===== src/inc/emacc_pkg.sv =====
// Register map, field layout and carrier types.
package emacc_pkg;

   // Bus widths; registers sit in the low byte of a word.
   localparam int ADDR_W = 8;
   localparam int DATA_W = 32;
   localparam int REG_W = 8;
   localparam int MEAS_W = 24;

   // Register indices; byte address is four times the index.
   localparam logic [7:0] IDX_ACC_MODE = 8'h0F;
   localparam logic [7:0] IDX_CHANNEL_GAIN = 8'h1B;
   localparam logic [7:0] IDX_ZX_ENABLE = 8'h2B;
   localparam logic [7:0] IDX_IRQ_STATUS = 8'h30;
   localparam logic [7:0] IDX_IRQ_MASK = 8'h31;
   localparam logic [7:0] IDX_LIVE_STATE = 8'h32;

   // Field positions of the accumulation mode register.
   localparam int ACC_TAMPER_CH_BIT = 7;
   localparam int ACC_FAULT_SEL_BIT = 6;
   localparam int ACC_REACT_SEL_BIT = 5;
   localparam int ACC_ACTIVE_SEL_BIT = 4;
   localparam int ACC_REACT_ABS_BIT = 3;
   localparam int ACC_REACT_SBA_BIT = 2;
   localparam int ACC_ACTIVE_POS_BIT = 1;
   localparam int ACC_ACTIVE_ABS_BIT = 0;

   // Field positions of the channel gain register.
   localparam int GAIN_VOLT_HI = 7;
   localparam int GAIN_VOLT_LO = 5;
   localparam int GAIN_SIGN_SRC_BIT = 3;
   localparam int GAIN_CURR_HI = 2;
   localparam int GAIN_CURR_LO = 0;
   localparam logic [2:0] GAIN_CODE_MAX = 3'h4;

   // Field positions of the zero-crossing output enable register.
   localparam int ZX_FIRST_BIT = 1;
   localparam int ZX_SECOND_BIT = 0;

   // Writable bits of each register.
   localparam logic [7:0] ACC_WR_MASK = 8'h7F;
   localparam logic [7:0] GAIN_WR_MASK = 8'hEF;
   localparam logic [7:0] ZX_WR_MASK = 8'h03;
   localparam logic [7:0] IRQ_WR_MASK = 8'h07;
   localparam logic [7:0] REG_RESET = 8'h00;

   // Event bit positions shared by the status and mask registers.
   localparam int EV_ACTIVE_SIGN = 0;
   localparam int EV_REACT_SIGN = 1;
   localparam int EV_FAULT = 2;
   localparam int EV_COUNT = 3;

   // Bus handshake states.
   typedef enum logic [1:0] {
      EMACC_BUS_IDLE = 2'b00,
      EMACC_BUS_ACK = 2'b01
   } emacc_bus_t;

   // One pair of power samples, active and reactive, in two's complement.
   typedef struct packed {
      logic signed [MEAS_W-1:0] active;
      logic signed [MEAS_W-1:0] reactive;
   } emacc_meas_t;

   // Zero-crossing pin drive, level and output enable.
   typedef struct packed {
      logic level;
      logic enable;
   } emacc_pin_t;

endpackage


===== src/core/emacc_config_regs.sv =====
// Accumulation mode, gain and zero-crossing enable registers.
//
// Behaviour
// Bit 7 reports tamper current input, A=0, B=1.
// Fault event on entering fault, or leaving it.
// Reactive sign event direction chosen by bit 5.
// Active sign event direction chosen by bit 4.
// Bit 3: absolute reactive power accumulated.
// Bit 2: reactive sign follows active power sign.
// Signed reactive mode feeds every reactive consumer.
// Bit 1: only positive active power accumulated.
// Bit 0: absolute active power accumulated.
// Gain bits 7:5 set voltage gain 1..16.
// Gain bits 2:0 set current gain 1..16.
// Gain bit 3 picks filtered or per-pulse sign.
// Enable bit 1 drives first zero-crossing pin.
// Enable bit 0 drives second zero-crossing pin.
// Sign and fault flags set on chosen transition.
// Reserved bits read zero; fields reset to zero.
// Software writes only gain codes 0 to 4.
`timescale 1ns/10ps
module emacc_config_regs (
   input wire logic core_clk,
   input wire logic resetn,
   // Avalon-MM slave, byte addressed.
   input wire logic [emacc_pkg::ADDR_W-1:0] avs_address,
   input wire logic avs_read,
   input wire logic avs_write,
   input wire logic [emacc_pkg::DATA_W-1:0] avs_writedata,
   input wire logic [3:0] avs_byteenable,
   output logic [emacc_pkg::DATA_W-1:0] avs_readdata,
   output logic avs_waitrequest,
   // Measurement side, all on core_clk.
   input wire emacc_pkg::emacc_meas_t measIn,
   input wire logic faultMode,
   input wire logic tamperUsesInputB,
   input wire logic cfPulse,
   input wire logic zeroCross,
   output emacc_pkg::emacc_meas_t accumOut,
   output logic [2:0] voltageGainShift,
   output logic [2:0] currentGainShift,
   output logic signPerPulse,
   output emacc_pkg::emacc_pin_t zxPinFirst,
   output emacc_pkg::emacc_pin_t zxPinSecond,
   output logic irq
);

   // True when a byte address selects the register with the given index.
   function automatic logic regHit(input logic [emacc_pkg::ADDR_W-1:0] addr,
                                   input logic [7:0] idx);
      logic [9:0] byteAddr;
      byteAddr = {idx, 2'b00};
      regHit = (addr == byteAddr[emacc_pkg::ADDR_W-1:0]);
   endfunction

   // Gain code to left shift; undefined codes give unity gain.
   function automatic logic [2:0] gainShift(input logic [2:0] code);
      if (code <= emacc_pkg::GAIN_CODE_MAX) begin
         gainShift = code;
      end else begin
         gainShift = 3'h0;
      end
   endfunction

   // Software-visible storage.
   logic [7:0] accumulation_mode_q; // Accumulation mode, writable bits 6:0.
   logic [7:0] gain_q; // Channel gain codes and sign source.
   logic [7:0] zxEnable_q; // Zero-crossing output enables.
   logic [7:0] irqStatus_q; // Sticky event flags.
   logic [7:0] irqMask_q; // Event enables onto the interrupt line.
   logic [7:0] irqStatus_d; // Next value of the sticky flags.
   logic tamperB_q; // Latched current input in use.

   // Bus handshake state.
   emacc_pkg::emacc_bus_t busState_q;
   logic waitReq_q;
   logic [emacc_pkg::DATA_W-1:0] readData_q;
   logic writeTaken; // High on the edge at which a write is accepted.
   logic [7:0] wrByte; // Low byte of the write data.

   // Sign tracking.
   logic activeNeg; // Active power below zero this cycle.
   logic reactiveNeg; // Reactive power below zero this cycle.
   logic signStrobe; // Moment at which sign is evaluated.
   logic [emacc_pkg::EV_COUNT-1:0] events;

   // Conditioned power values before registering.
   emacc_pkg::emacc_meas_t accum_d;

   // Output registers.
   emacc_pkg::emacc_meas_t accum_q;
   logic [2:0] voltShift_q;
   logic [2:0] currShift_q;
   logic signPerPulse_q;
   emacc_pkg::emacc_pin_t zxFirst_q;
   emacc_pkg::emacc_pin_t zxSecond_q;
   logic irq_q;

   assign wrByte = avs_writedata[emacc_pkg::REG_W-1:0];
   assign writeTaken = avs_write && !waitReq_q && avs_byteenable[0];

   // Handshake: waitrequest drops for one cycle after a request is seen.
   always_ff @(posedge core_clk or negedge resetn) begin
      if (!resetn) begin
         busState_q <= emacc_pkg::EMACC_BUS_IDLE;
         waitReq_q <= 1'b1;
      end else begin
         unique case (busState_q)
            emacc_pkg::EMACC_BUS_IDLE: begin
               // A request moves to the answer cycle.
               if (avs_read || avs_write) begin
                  busState_q <= emacc_pkg::EMACC_BUS_ACK;
                  waitReq_q <= 1'b0;
               end
            end
            emacc_pkg::EMACC_BUS_ACK: begin
               // The master samples waitrequest low here and releases.
               busState_q <= emacc_pkg::EMACC_BUS_IDLE;
               waitReq_q <= 1'b1;
            end
            default: begin
               busState_q <= emacc_pkg::EMACC_BUS_IDLE;
               waitReq_q <= 1'b1;
            end
         endcase
      end
   end

   // Read data are captured when a read is seen idle.
   always_ff @(posedge core_clk or negedge resetn) begin
      if (!resetn) begin
         readData_q <= '0;
      end else if (avs_read && busState_q == emacc_pkg::EMACC_BUS_IDLE) begin
         // Unmapped addresses and reserved bits read as zero.
         readData_q <= '0;
         if (regHit(avs_address, emacc_pkg::IDX_ACC_MODE)) begin
            readData_q[7:0] <= {tamperB_q, accumulation_mode_q[6:0]};
         end else if (regHit(avs_address, emacc_pkg::IDX_CHANNEL_GAIN)) begin
            readData_q[7:0] <= gain_q;
         end else if (regHit(avs_address, emacc_pkg::IDX_ZX_ENABLE)) begin
            readData_q[7:0] <= zxEnable_q;
         end else if (regHit(avs_address, emacc_pkg::IDX_IRQ_STATUS)) begin
            readData_q[7:0] <= irqStatus_q;
         end else if (regHit(avs_address, emacc_pkg::IDX_IRQ_MASK)) begin
            readData_q[7:0] <= irqMask_q;
         end else if (regHit(avs_address, emacc_pkg::IDX_LIVE_STATE)) begin
            // Live view of the tracked signs and fault level.
            readData_q[emacc_pkg::EV_ACTIVE_SIGN] <= activeNeg;
            readData_q[emacc_pkg::EV_REACT_SIGN] <= reactiveNeg;
            readData_q[emacc_pkg::EV_FAULT] <= faultMode;
         end
      end
   end

   // The tamper input in use is a read-only status copied every cycle.
   always_ff @(posedge core_clk or negedge resetn) begin
      if (!resetn) begin
         tamperB_q <= 1'b0;
      end else begin
         tamperB_q <= tamperUsesInputB;
      end
   end

   // Accumulation mode register; bit 7 is not stored, it is live state.
   always_ff @(posedge core_clk or negedge resetn) begin
      if (!resetn) begin
         accumulation_mode_q <= emacc_pkg::REG_RESET;
      end else if (writeTaken && regHit(avs_address, emacc_pkg::IDX_ACC_MODE)) begin
         accumulation_mode_q <= wrByte & emacc_pkg::ACC_WR_MASK;
      end
   end

   // Gain register; reserved bit 4 never stores a one.
   always_ff @(posedge core_clk or negedge resetn) begin
      if (!resetn) begin
         gain_q <= emacc_pkg::REG_RESET;
      end else if (writeTaken && regHit(avs_address, emacc_pkg::IDX_CHANNEL_GAIN)) begin
         gain_q <= wrByte & emacc_pkg::GAIN_WR_MASK;
      end
   end

   // Zero-crossing enable register; bits 7:2 are reserved.
   always_ff @(posedge core_clk or negedge resetn) begin
      if (!resetn) begin
         zxEnable_q <= emacc_pkg::REG_RESET;
      end else if (writeTaken && regHit(avs_address, emacc_pkg::IDX_ZX_ENABLE)) begin
         zxEnable_q <= wrByte & emacc_pkg::ZX_WR_MASK;
      end
   end

   // Interrupt mask register, same layout as the status register.
   always_ff @(posedge core_clk or negedge resetn) begin
      if (!resetn) begin
         irqMask_q <= emacc_pkg::REG_RESET;
      end else if (writeTaken && regHit(avs_address, emacc_pkg::IDX_IRQ_MASK)) begin
         irqMask_q <= wrByte & emacc_pkg::IRQ_WR_MASK;
      end
   end

   // Sign of each power value; zero counts as positive.
   assign activeNeg = measIn.active[emacc_pkg::MEAS_W-1];
   assign reactiveNeg = measIn.reactive[emacc_pkg::MEAS_W-1];

   // Signs are checked every cycle, or only on each frequency-output pulse.
   assign signStrobe = gain_q[emacc_pkg::GAIN_SIGN_SRC_BIT] ? cfPulse : 1'b1;

   // One transition detector per event.
   genvar g;
   generate
      for (g = 0; g < emacc_pkg::EV_COUNT; g++) begin : gEvent
         logic level;
         logic strobe;
         logic selFall;
         if (g == emacc_pkg::EV_ACTIVE_SIGN) begin : gActive
            assign level = activeNeg;
            assign strobe = signStrobe;
            assign selFall = accumulation_mode_q[emacc_pkg::ACC_ACTIVE_SEL_BIT];
         end else if (g == emacc_pkg::EV_REACT_SIGN) begin : gReact
            assign level = reactiveNeg;
            assign strobe = signStrobe;
            assign selFall = accumulation_mode_q[emacc_pkg::ACC_REACT_SEL_BIT];
         end else begin : gFault
            assign level = faultMode;
            assign strobe = 1'b1;
            assign selFall = accumulation_mode_q[emacc_pkg::ACC_FAULT_SEL_BIT];
         end
         emacc_edge_event uDetect (
            .core_clk(core_clk),
            .resetn(resetn),
            .sampleLevel(level),
            .sampleStrobe(strobe),
            .selectFalling(selFall),
            .eventPulse(events[g])
         );
      end
   endgenerate

   // Sticky flags: a new event wins over a clear.
   always_comb begin
      irqStatus_d = irqStatus_q;
      if (writeTaken && regHit(avs_address, emacc_pkg::IDX_IRQ_STATUS)) begin
         irqStatus_d = irqStatus_q & ~(wrByte & emacc_pkg::IRQ_WR_MASK);
      end
      irqStatus_d[emacc_pkg::EV_COUNT-1:0] = irqStatus_d[emacc_pkg::EV_COUNT-1:0] | events;
   end

   // Stores the flags and forms the level interrupt from the unmasked ones.
   always_ff @(posedge core_clk or negedge resetn) begin
      if (!resetn) begin
         irqStatus_q <= emacc_pkg::REG_RESET;
         irq_q <= 1'b0;
      end else begin
         irqStatus_q <= irqStatus_d;
         irq_q <= |(irqStatus_d & irqMask_q);
      end
   end

   // Conditions power before any accumulator.
   always_comb begin
      accum_d = measIn;
      // Absolute value takes priority over positive-only when both are set.
      if (accumulation_mode_q[emacc_pkg::ACC_ACTIVE_ABS_BIT]) begin
         if (activeNeg) begin
            accum_d.active = -measIn.active;
         end
      end else if (accumulation_mode_q[emacc_pkg::ACC_ACTIVE_POS_BIT]) begin
         if (activeNeg) begin
            accum_d.active = '0;
         end
      end
      // Absolute reactive takes priority over the sign-by-active mode.
      if (accumulation_mode_q[emacc_pkg::ACC_REACT_ABS_BIT]) begin
         if (reactiveNeg) begin
            accum_d.reactive = -measIn.reactive;
         end
      end else if (accumulation_mode_q[emacc_pkg::ACC_REACT_SBA_BIT]) begin
         if (activeNeg) begin
            accum_d.reactive = -measIn.reactive;
         end
      end
   end

   // One conditioned value drives the energy, line-cycle and pulse paths alike.
   always_ff @(posedge core_clk or negedge resetn) begin
      if (!resetn) begin
         accum_q <= '0;
      end else begin
         accum_q <= accum_d;
      end
   end

   // Gain shifts for the two input channels and the sign source flag.
   always_ff @(posedge core_clk or negedge resetn) begin
      if (!resetn) begin
         voltShift_q <= 3'h0;
         currShift_q <= 3'h0;
         signPerPulse_q <= 1'b0;
      end else begin
         voltShift_q <= gainShift(gain_q[emacc_pkg::GAIN_VOLT_HI:emacc_pkg::GAIN_VOLT_LO]);
         currShift_q <= gainShift(gain_q[emacc_pkg::GAIN_CURR_HI:emacc_pkg::GAIN_CURR_LO]);
         signPerPulse_q <= gain_q[emacc_pkg::GAIN_SIGN_SRC_BIT];
      end
   end

   // Zero-crossing pins drive the crossing level only while enabled.
   always_ff @(posedge core_clk or negedge resetn) begin
      if (!resetn) begin
         zxFirst_q <= '0;
         zxSecond_q <= '0;
      end else begin
         zxFirst_q.enable <= zxEnable_q[emacc_pkg::ZX_FIRST_BIT];
         zxFirst_q.level <= zxEnable_q[emacc_pkg::ZX_FIRST_BIT] & zeroCross;
         zxSecond_q.enable <= zxEnable_q[emacc_pkg::ZX_SECOND_BIT];
         zxSecond_q.level <= zxEnable_q[emacc_pkg::ZX_SECOND_BIT] & zeroCross;
      end
   end

   // Every output comes straight from a register.
   assign avs_readdata = readData_q;
   assign avs_waitrequest = waitReq_q;
   assign accumOut = accum_q;
   assign voltageGainShift = voltShift_q;
   assign currentGainShift = currShift_q;
   assign signPerPulse = signPerPulse_q;
   assign zxPinFirst = zxFirst_q;
   assign zxPinSecond = zxSecond_q;
   assign irq = irq_q;

endmodule


===== src/core/emacc_edge_event.sv =====
// Raises a one-cycle event on a selected change of a sampled level.
`timescale 1ns/10ps
module emacc_edge_event (
   input wire logic core_clk,
   input wire logic resetn,
   input wire logic sampleLevel,
   input wire logic sampleStrobe,
   input wire logic selectFalling,
   output logic eventPulse
);

   // Level seen at the last sample and a flag that a first sample exists.
   logic prevLevel_q;
   logic primed_q;

   // Keeps the last sampled level; the first sample after reset only primes it.
   always_ff @(posedge core_clk or negedge resetn) begin
      if (!resetn) begin
         prevLevel_q <= 1'b0;
         primed_q <= 1'b0;
      end else if (sampleStrobe) begin
         prevLevel_q <= sampleLevel;
         primed_q <= 1'b1;
      end
   end

   // A change counts only when the new level matches the chosen direction.
   always_comb begin
      eventPulse = sampleStrobe && primed_q && (sampleLevel != prevLevel_q)
                   && (sampleLevel == !selectFalling);
   end

endmodule


===== config.mk =====
export PLATFORM = sky130hd
export DESIGN_NAME = emacc_config_regs
export DESIGN_NICKNAME = d
export VERILOG_FILES = /design/src/inc/emacc_pkg.sv /design/src/core/emacc_config_regs.sv /design/src/core/emacc_edge_event.sv
export SDC_FILE = /design/constraint.sdc
export NUM_CORES = 1
export LEC_CHECK = 0
export ABC_AREA = 0
export BUFFER_PORTS_ARGS = -buffer_cell sky130_fd_sc_hd__buf_2
export CORE_ASPECT_RATIO = 1.75
export CORE_MARGIN = 2
export CORE_UTILIZATION = 25
export CTS_CLUSTER_DIAMETER = 100
export DETAILED_ROUTE_END_ITERATION = 10
export PLACE_DENSITY = 0.54
export SETUP_SLACK_MARGIN = 0.05
export SLEW_MARGIN = 0
export SYNTH_ARGS = -nofsm -noshare
export SYNTH_HDL_FRONTEND = slang
export SYNTH_SLANG_ARGS = --single-unit

===== constraint.sdc =====
create_clock -name core_clk -period 1.8 [get_ports core_clk]
set_input_delay 0 -clock core_clk [delete_from_list [all_inputs] [get_ports core_clk]]
set_output_delay 0 -clock core_clk [all_outputs]
set_load 0.1 [all_outputs]

# Yosys cells after proc, flatten, opt, wreduce, memory -nomap -nowiden
# Cells that the tools add are included.
[word_totals]
input_bits = 100
word_cells = 91
register_bits = 104
out_inout_bits = 93
[op_classes]
order_cmp = 2
n_reduce_logical = 22
n_eq_ne = 13
muxes = 22
bitwise = 6
add_sub_neg = 2
[op_table]
columns = ["cell", "count"]
rows = [
  ["24-bit two-way mux", 7],
  ["24-bit negation", 2],
  ["8-bit two-way mux", 5],
  ["8-bit equality test, second input constant", 4],
  ["23-bit two-way mux", 1],
  ["1-bit logical AND", 15],
  ["3-bit two-way mux", 4],
  ["8-bit by 3-bit AND with 8-bit output", 1],
  ["8-bit AND", 1],
  ["8-bit by 6-bit equality test with 1-bit output, second input constant", 1],
  ["8-bit by 7-bit equality test with 1-bit output, second input constant", 1],
  ["3-bit NOT with 8-bit output", 1],
  ["8-bit OR reduction", 1],
  ["3-bit <= comparator, second input constant", 2],
  ["1-bit zero test", 4],
  ["2-bit two-way mux", 2],
  ["1-bit equality test", 3],
  ["1-bit two-way mux", 3],
  ["1-bit != test", 3],
  ["3-bit bitwise OR", 1],
  ["1-bit AND", 2],
  ["2-bit zero test", 1],
  ["2-bit != test, second input constant", 1],
  ["1-bit logical OR", 1],
]

# Logic depth before layout (Yosys ltp)
[logic_depth]
word_depth = 8
mapped_depth = 7

# Hierarchy
# A second synthesis with hierarchy kept.
[unflattened]
cells_unflattened = 448
hier_area_um2 = 4820.9
[modules_own_cells]
columns = ["mod", "instances", "cells_per_inst", "area_each_um2", "seq_area_each_um2"]
rows = [
  ["emacc_config_regs", 1, 424, 4531.8, 2328.5],
  ["emacc_edge_event", 3, 8, 96.3, 50.0],
]

# Least setup slack after synthesis
# Ideal clock, no wire load.
[synth_timing]
path_kind = "register to register"
start = "register waitReq_q, in the netlist avs_waitrequest"
end = "register gain_q[0]"
path_slack_ps = -47
t_arrival_ps = 1722
setup_ps = 125
period_less_slack_ps = 1847
n_path_buf = 1
t_required_ps = 1675
path_stages_with_launch = 5
cell_sequence = "dfstp_2 nand3b_1 or4_1 buf_6 mux2_4"
[synth_between]
elab_chain_cells = 4
[synth_rtl]
columns = ["element", "line_no", "source"]
rows = [
  ["from (decl)", "emacc_config_regs.sv:76", "logic waitReq_q;"],
  ["from (signal assigned)", "emacc_config_regs.sv:106", "waitReq_q <= 1'b1;"],
  ["from (signal assigned)", "emacc_config_regs.sv:113", "waitReq_q <= 1'b0;"],
  ["from (signal assigned)", "emacc_config_regs.sv:119", "waitReq_q <= 1'b1;"],
  ["1-bit zero test", "emacc_config_regs.sv:100", "assign writeTaken = avs_write && !waitReq_q && avs_byteenable[0];"],
  ["1-bit logical AND (2 in a row)", "emacc_config_regs.sv:100", ""],
  ["1-bit logical AND", "emacc_config_regs.sv:177", "end else if (writeTaken && regHit(avs_address, emacc_pkg::IDX_CHANNEL_GAIN)) begin"],
  ["to (signal assigned)", "emacc_config_regs.sv:176", "gain_q <= emacc_pkg::REG_RESET;"],
  ["to (signal assigned)", "emacc_config_regs.sv:178", "gain_q <= wrByte & emacc_pkg::GAIN_WR_MASK;"],
  ["to (decl)", "emacc_config_regs.sv:67", "logic [7:0] gain_q;"],
]
# Every way passes these cells.
# A chain may end at the register's enable or synchronous reset.

# Worst setup path in the final report
# Same ends and word-level chain as after synthesis.

==> flow_metrics.tcl <==
set metrics [dict create \
    status "finished with violations" \
    violations "setup timing" \
    wirelength_mm 13.8 \
    num_rows 67 \
    synthFlopType "dfrtp_1" \
    fin_util 0.365 \
    remaining_drc_errors 0 \
    core_region_area_um2 19000 \
    total_leakage_power_uw 0.00335 \
    clk_pin_slew_ps 70 \
    ys_top_cells_by_area "dfrtp_1 51%, mux2i_1 4.2%, buf_4 3.9%" \
    final_area_um2 6950 \
    grt_max_degree 64 \
    ys_ff_latch 98 \
    finalCriticalPeriod_ps 1800 \
    final_cell_mix "138 x buf_2, 97 x dfrtp_1, 61 x dlygate4sd3_1" \
    final.setup_skew_ps 9.17 \
    wl_per_cell_um 14.9 \
    first_pass_iters 5 \
    cts_tree "yes" \
    fmax_mhz 555 \
    hpwl_mm 10.3 \
    h-tree-depth 3 \
    ant_nets 0 \
    cap_violations 0 \
    dp_slack_ps 9.00 \
    ir_drop_mv 0.578 \
    end_kind "flip-flop" \
    gp_congestion 0.798 \
    drive_gt1_frac 0.349 \
    worstMarginPinSlew_ps 546 \
    holdCritStartpoint "measIn[40]" \
    relSlewSlack 0.639 \
    async_reset_ff_frac 1.00 \
    clock_latency_ps 360 \
    cp_max_fo 7 \
    die_h_um 187 \
    path_class "reg -> reg" \
    seq_area_frac_synth 0.511 \
    startpoint "avs_waitrequest" \
    setup_viol 1 \
    grt.overflow.total 0 \
    initial_utilization 0.252 \
    dieArea_um2 20400 \
    clk_path_buf_depth 2 \
    port_buffers 141 \
    power.total_uw 5780 \
    yosys_warnings 0 \
    dp_cells 836 \
    track_usage 0.141 \
    synth_cell_type_count 58 \
    finalHoldViolCount 0 \
    grt_pass1_wl_mm 21.5 \
    period_share 1.00 \
    fin_nets 779 \
    synth-edff-count 0 \
    final-instance-count-excl-fill 922 \
    syn_inst 439 \
    grt_pass1_vias 4110 \
    diodes 0 \
    p_per_area_nw_per_um2 832 \
    antenna_found_initial 0 \
    rsz0062_at_grt "true" \
    layout_setup_ws_ps -1.86 \
    cts_buffers 9 \
    die_w_um 109 \
    slew_viol_final 0 \
    vias 4090 \
    synth.largest_area_cell "dfrtp_1" \
    startpoint_type "flip-flop" \
    ios 193 \
    clock_sinks 98 \
    arrival_ps 2040 \
    layout_commonest_cell "buf_2" \
    synth_top_area_share 0.506 \
    syn_to_final_growth_pct 44.9 \
    drt-initial-drc-count 111 \
    netlist_area_um2 4800 \
    r2r-start "avs_waitrequest" \
    viasPerCell 4.44 \
    postSynthAreaPerCell_um2 10.9 \
    required_ps 2040 \
    cts-root-buf "clkbuf_16" \
    placed_area_um2 5880 \
    hold_path_class "in -> reg" \
]
-- sequential cells by signal, summed over array words and instances, names as in the netlist --
signal / count
zxPinSecond: 2
zxPinFirst: 2
irqStatus_q: 3
avs_waitrequest: 1
voltageGainShift: 3
gEvent.uDetect.primed_q: 2
gEvent.uDetect.prevLevel_q: 3
currentGainShift: 3
tamperB_q: 1
accumulation_mode_q: 7
accumOut: 48
irqMask_q: 3
signPerPulse: 1
avs_readdata: 8
irq: 1
gain_q: 7
busState_q: 1
zxEnable_q: 2
-- cell usage after synthesis (5+ instances only) --
library cell / count
mux2_2: 14
xnor2_1: 12
buf_4: 25
a21oi_1: 8
clkbuf_1: 6
and2_1: 5
nand2_1: 40
nor2b_1: 8
nor3_1: 9
nand4_1: 5
o31ai_1: 10
nor4_1: 9
o21ai_0: 19
nand2b_1: 6
mux2_4: 7
dfrtp_1: 97
a31oi_1: 6
mux2i_1: 20
nand3b_1: 5
nor3b_1: 7
nor2_1: 27
nand3_1: 7
inv_1: 9
xor2_1: 9
-- cell type report --
cell class | instances | area (um^2)
sequential | 98 | 2460
clock inverter | 5 | 46.3
tap | 241 | 302
timing repair buffer | 241 | 1650
multi-input combinational | 317 | 2220
inverter | 9 | 33.8
fill | 1904 | 12100
clock buffer | 11 | 243
-- worst max-delay path, cell delays in order (launching register included) --
cell      delay [ps]
dfstp_4          470
nand3b_1         240
or4_4            520
buf_6            170
mux2_4           300
-- routing by layer --
metal	vias up	GRT usage	share of wire
met2	118	0.254	0.55
li1	1997	-	-
met5	-	0	0
met3	15	0.0376	0.046
met4	0	0.0602	0.026
met1	1960	0.150	0.38
-- timing repair --
action / in CTS / in global routing
resized for setup: 1 / 22
setup buffers: 2 / 6
endpoints found under the setup margin: 8 / 24
hold endpoints to repair: 165 / 0
pin swaps: 0 / 10
hold buffers: 62 / 0
-- cell families after synthesis --
logic type | synth area share
flip-flops | 0.511
multiplexers | 0.0965
buffers and inverters | 0.0608
adder cells (fa/ha/maj) | 0.00782
AND/OR/NAND/NOR | 0.173
XOR/XNOR | 0.0383
other | 0.00157
AO/OA/AOI/OAI | 0.111
-- power by group --
part	switching [uW]	internal, uW	total [uW]
combinational	1180	352	1530
clock	907	1000	1910
sequential	41.8	2300	2340
-- worst paths after layout --
| path | to | slack, ps | cells after the start |
|---|---|---|---|
| max in group asynchronous | avs_waitrequest | 1060 | 3 |
| hold reg to reg | avs_readdata[4] | 460 | 2 |
| hold / removal | accumOut[42] | 10 | 3 |
| min in group asynchronous | accumOut[32] | 90 | 2 |
| setup reg to reg | gain_q[0] | -2 | 4 |
| setup / recovery | gain_q[0] | -2 | 4 |
-- through the flow --
step	hold WS [ps]	setup TNS (ps)
3_5_place_dp	-68.9	0
4_1_cts	9.12	0
2_1_floorplan	-296	-289
6_report	13.8	-1.86
3_3_place_gp	-69.7	0
5_1_grt	8.28	-426
(Power assumes the default switching activity.)
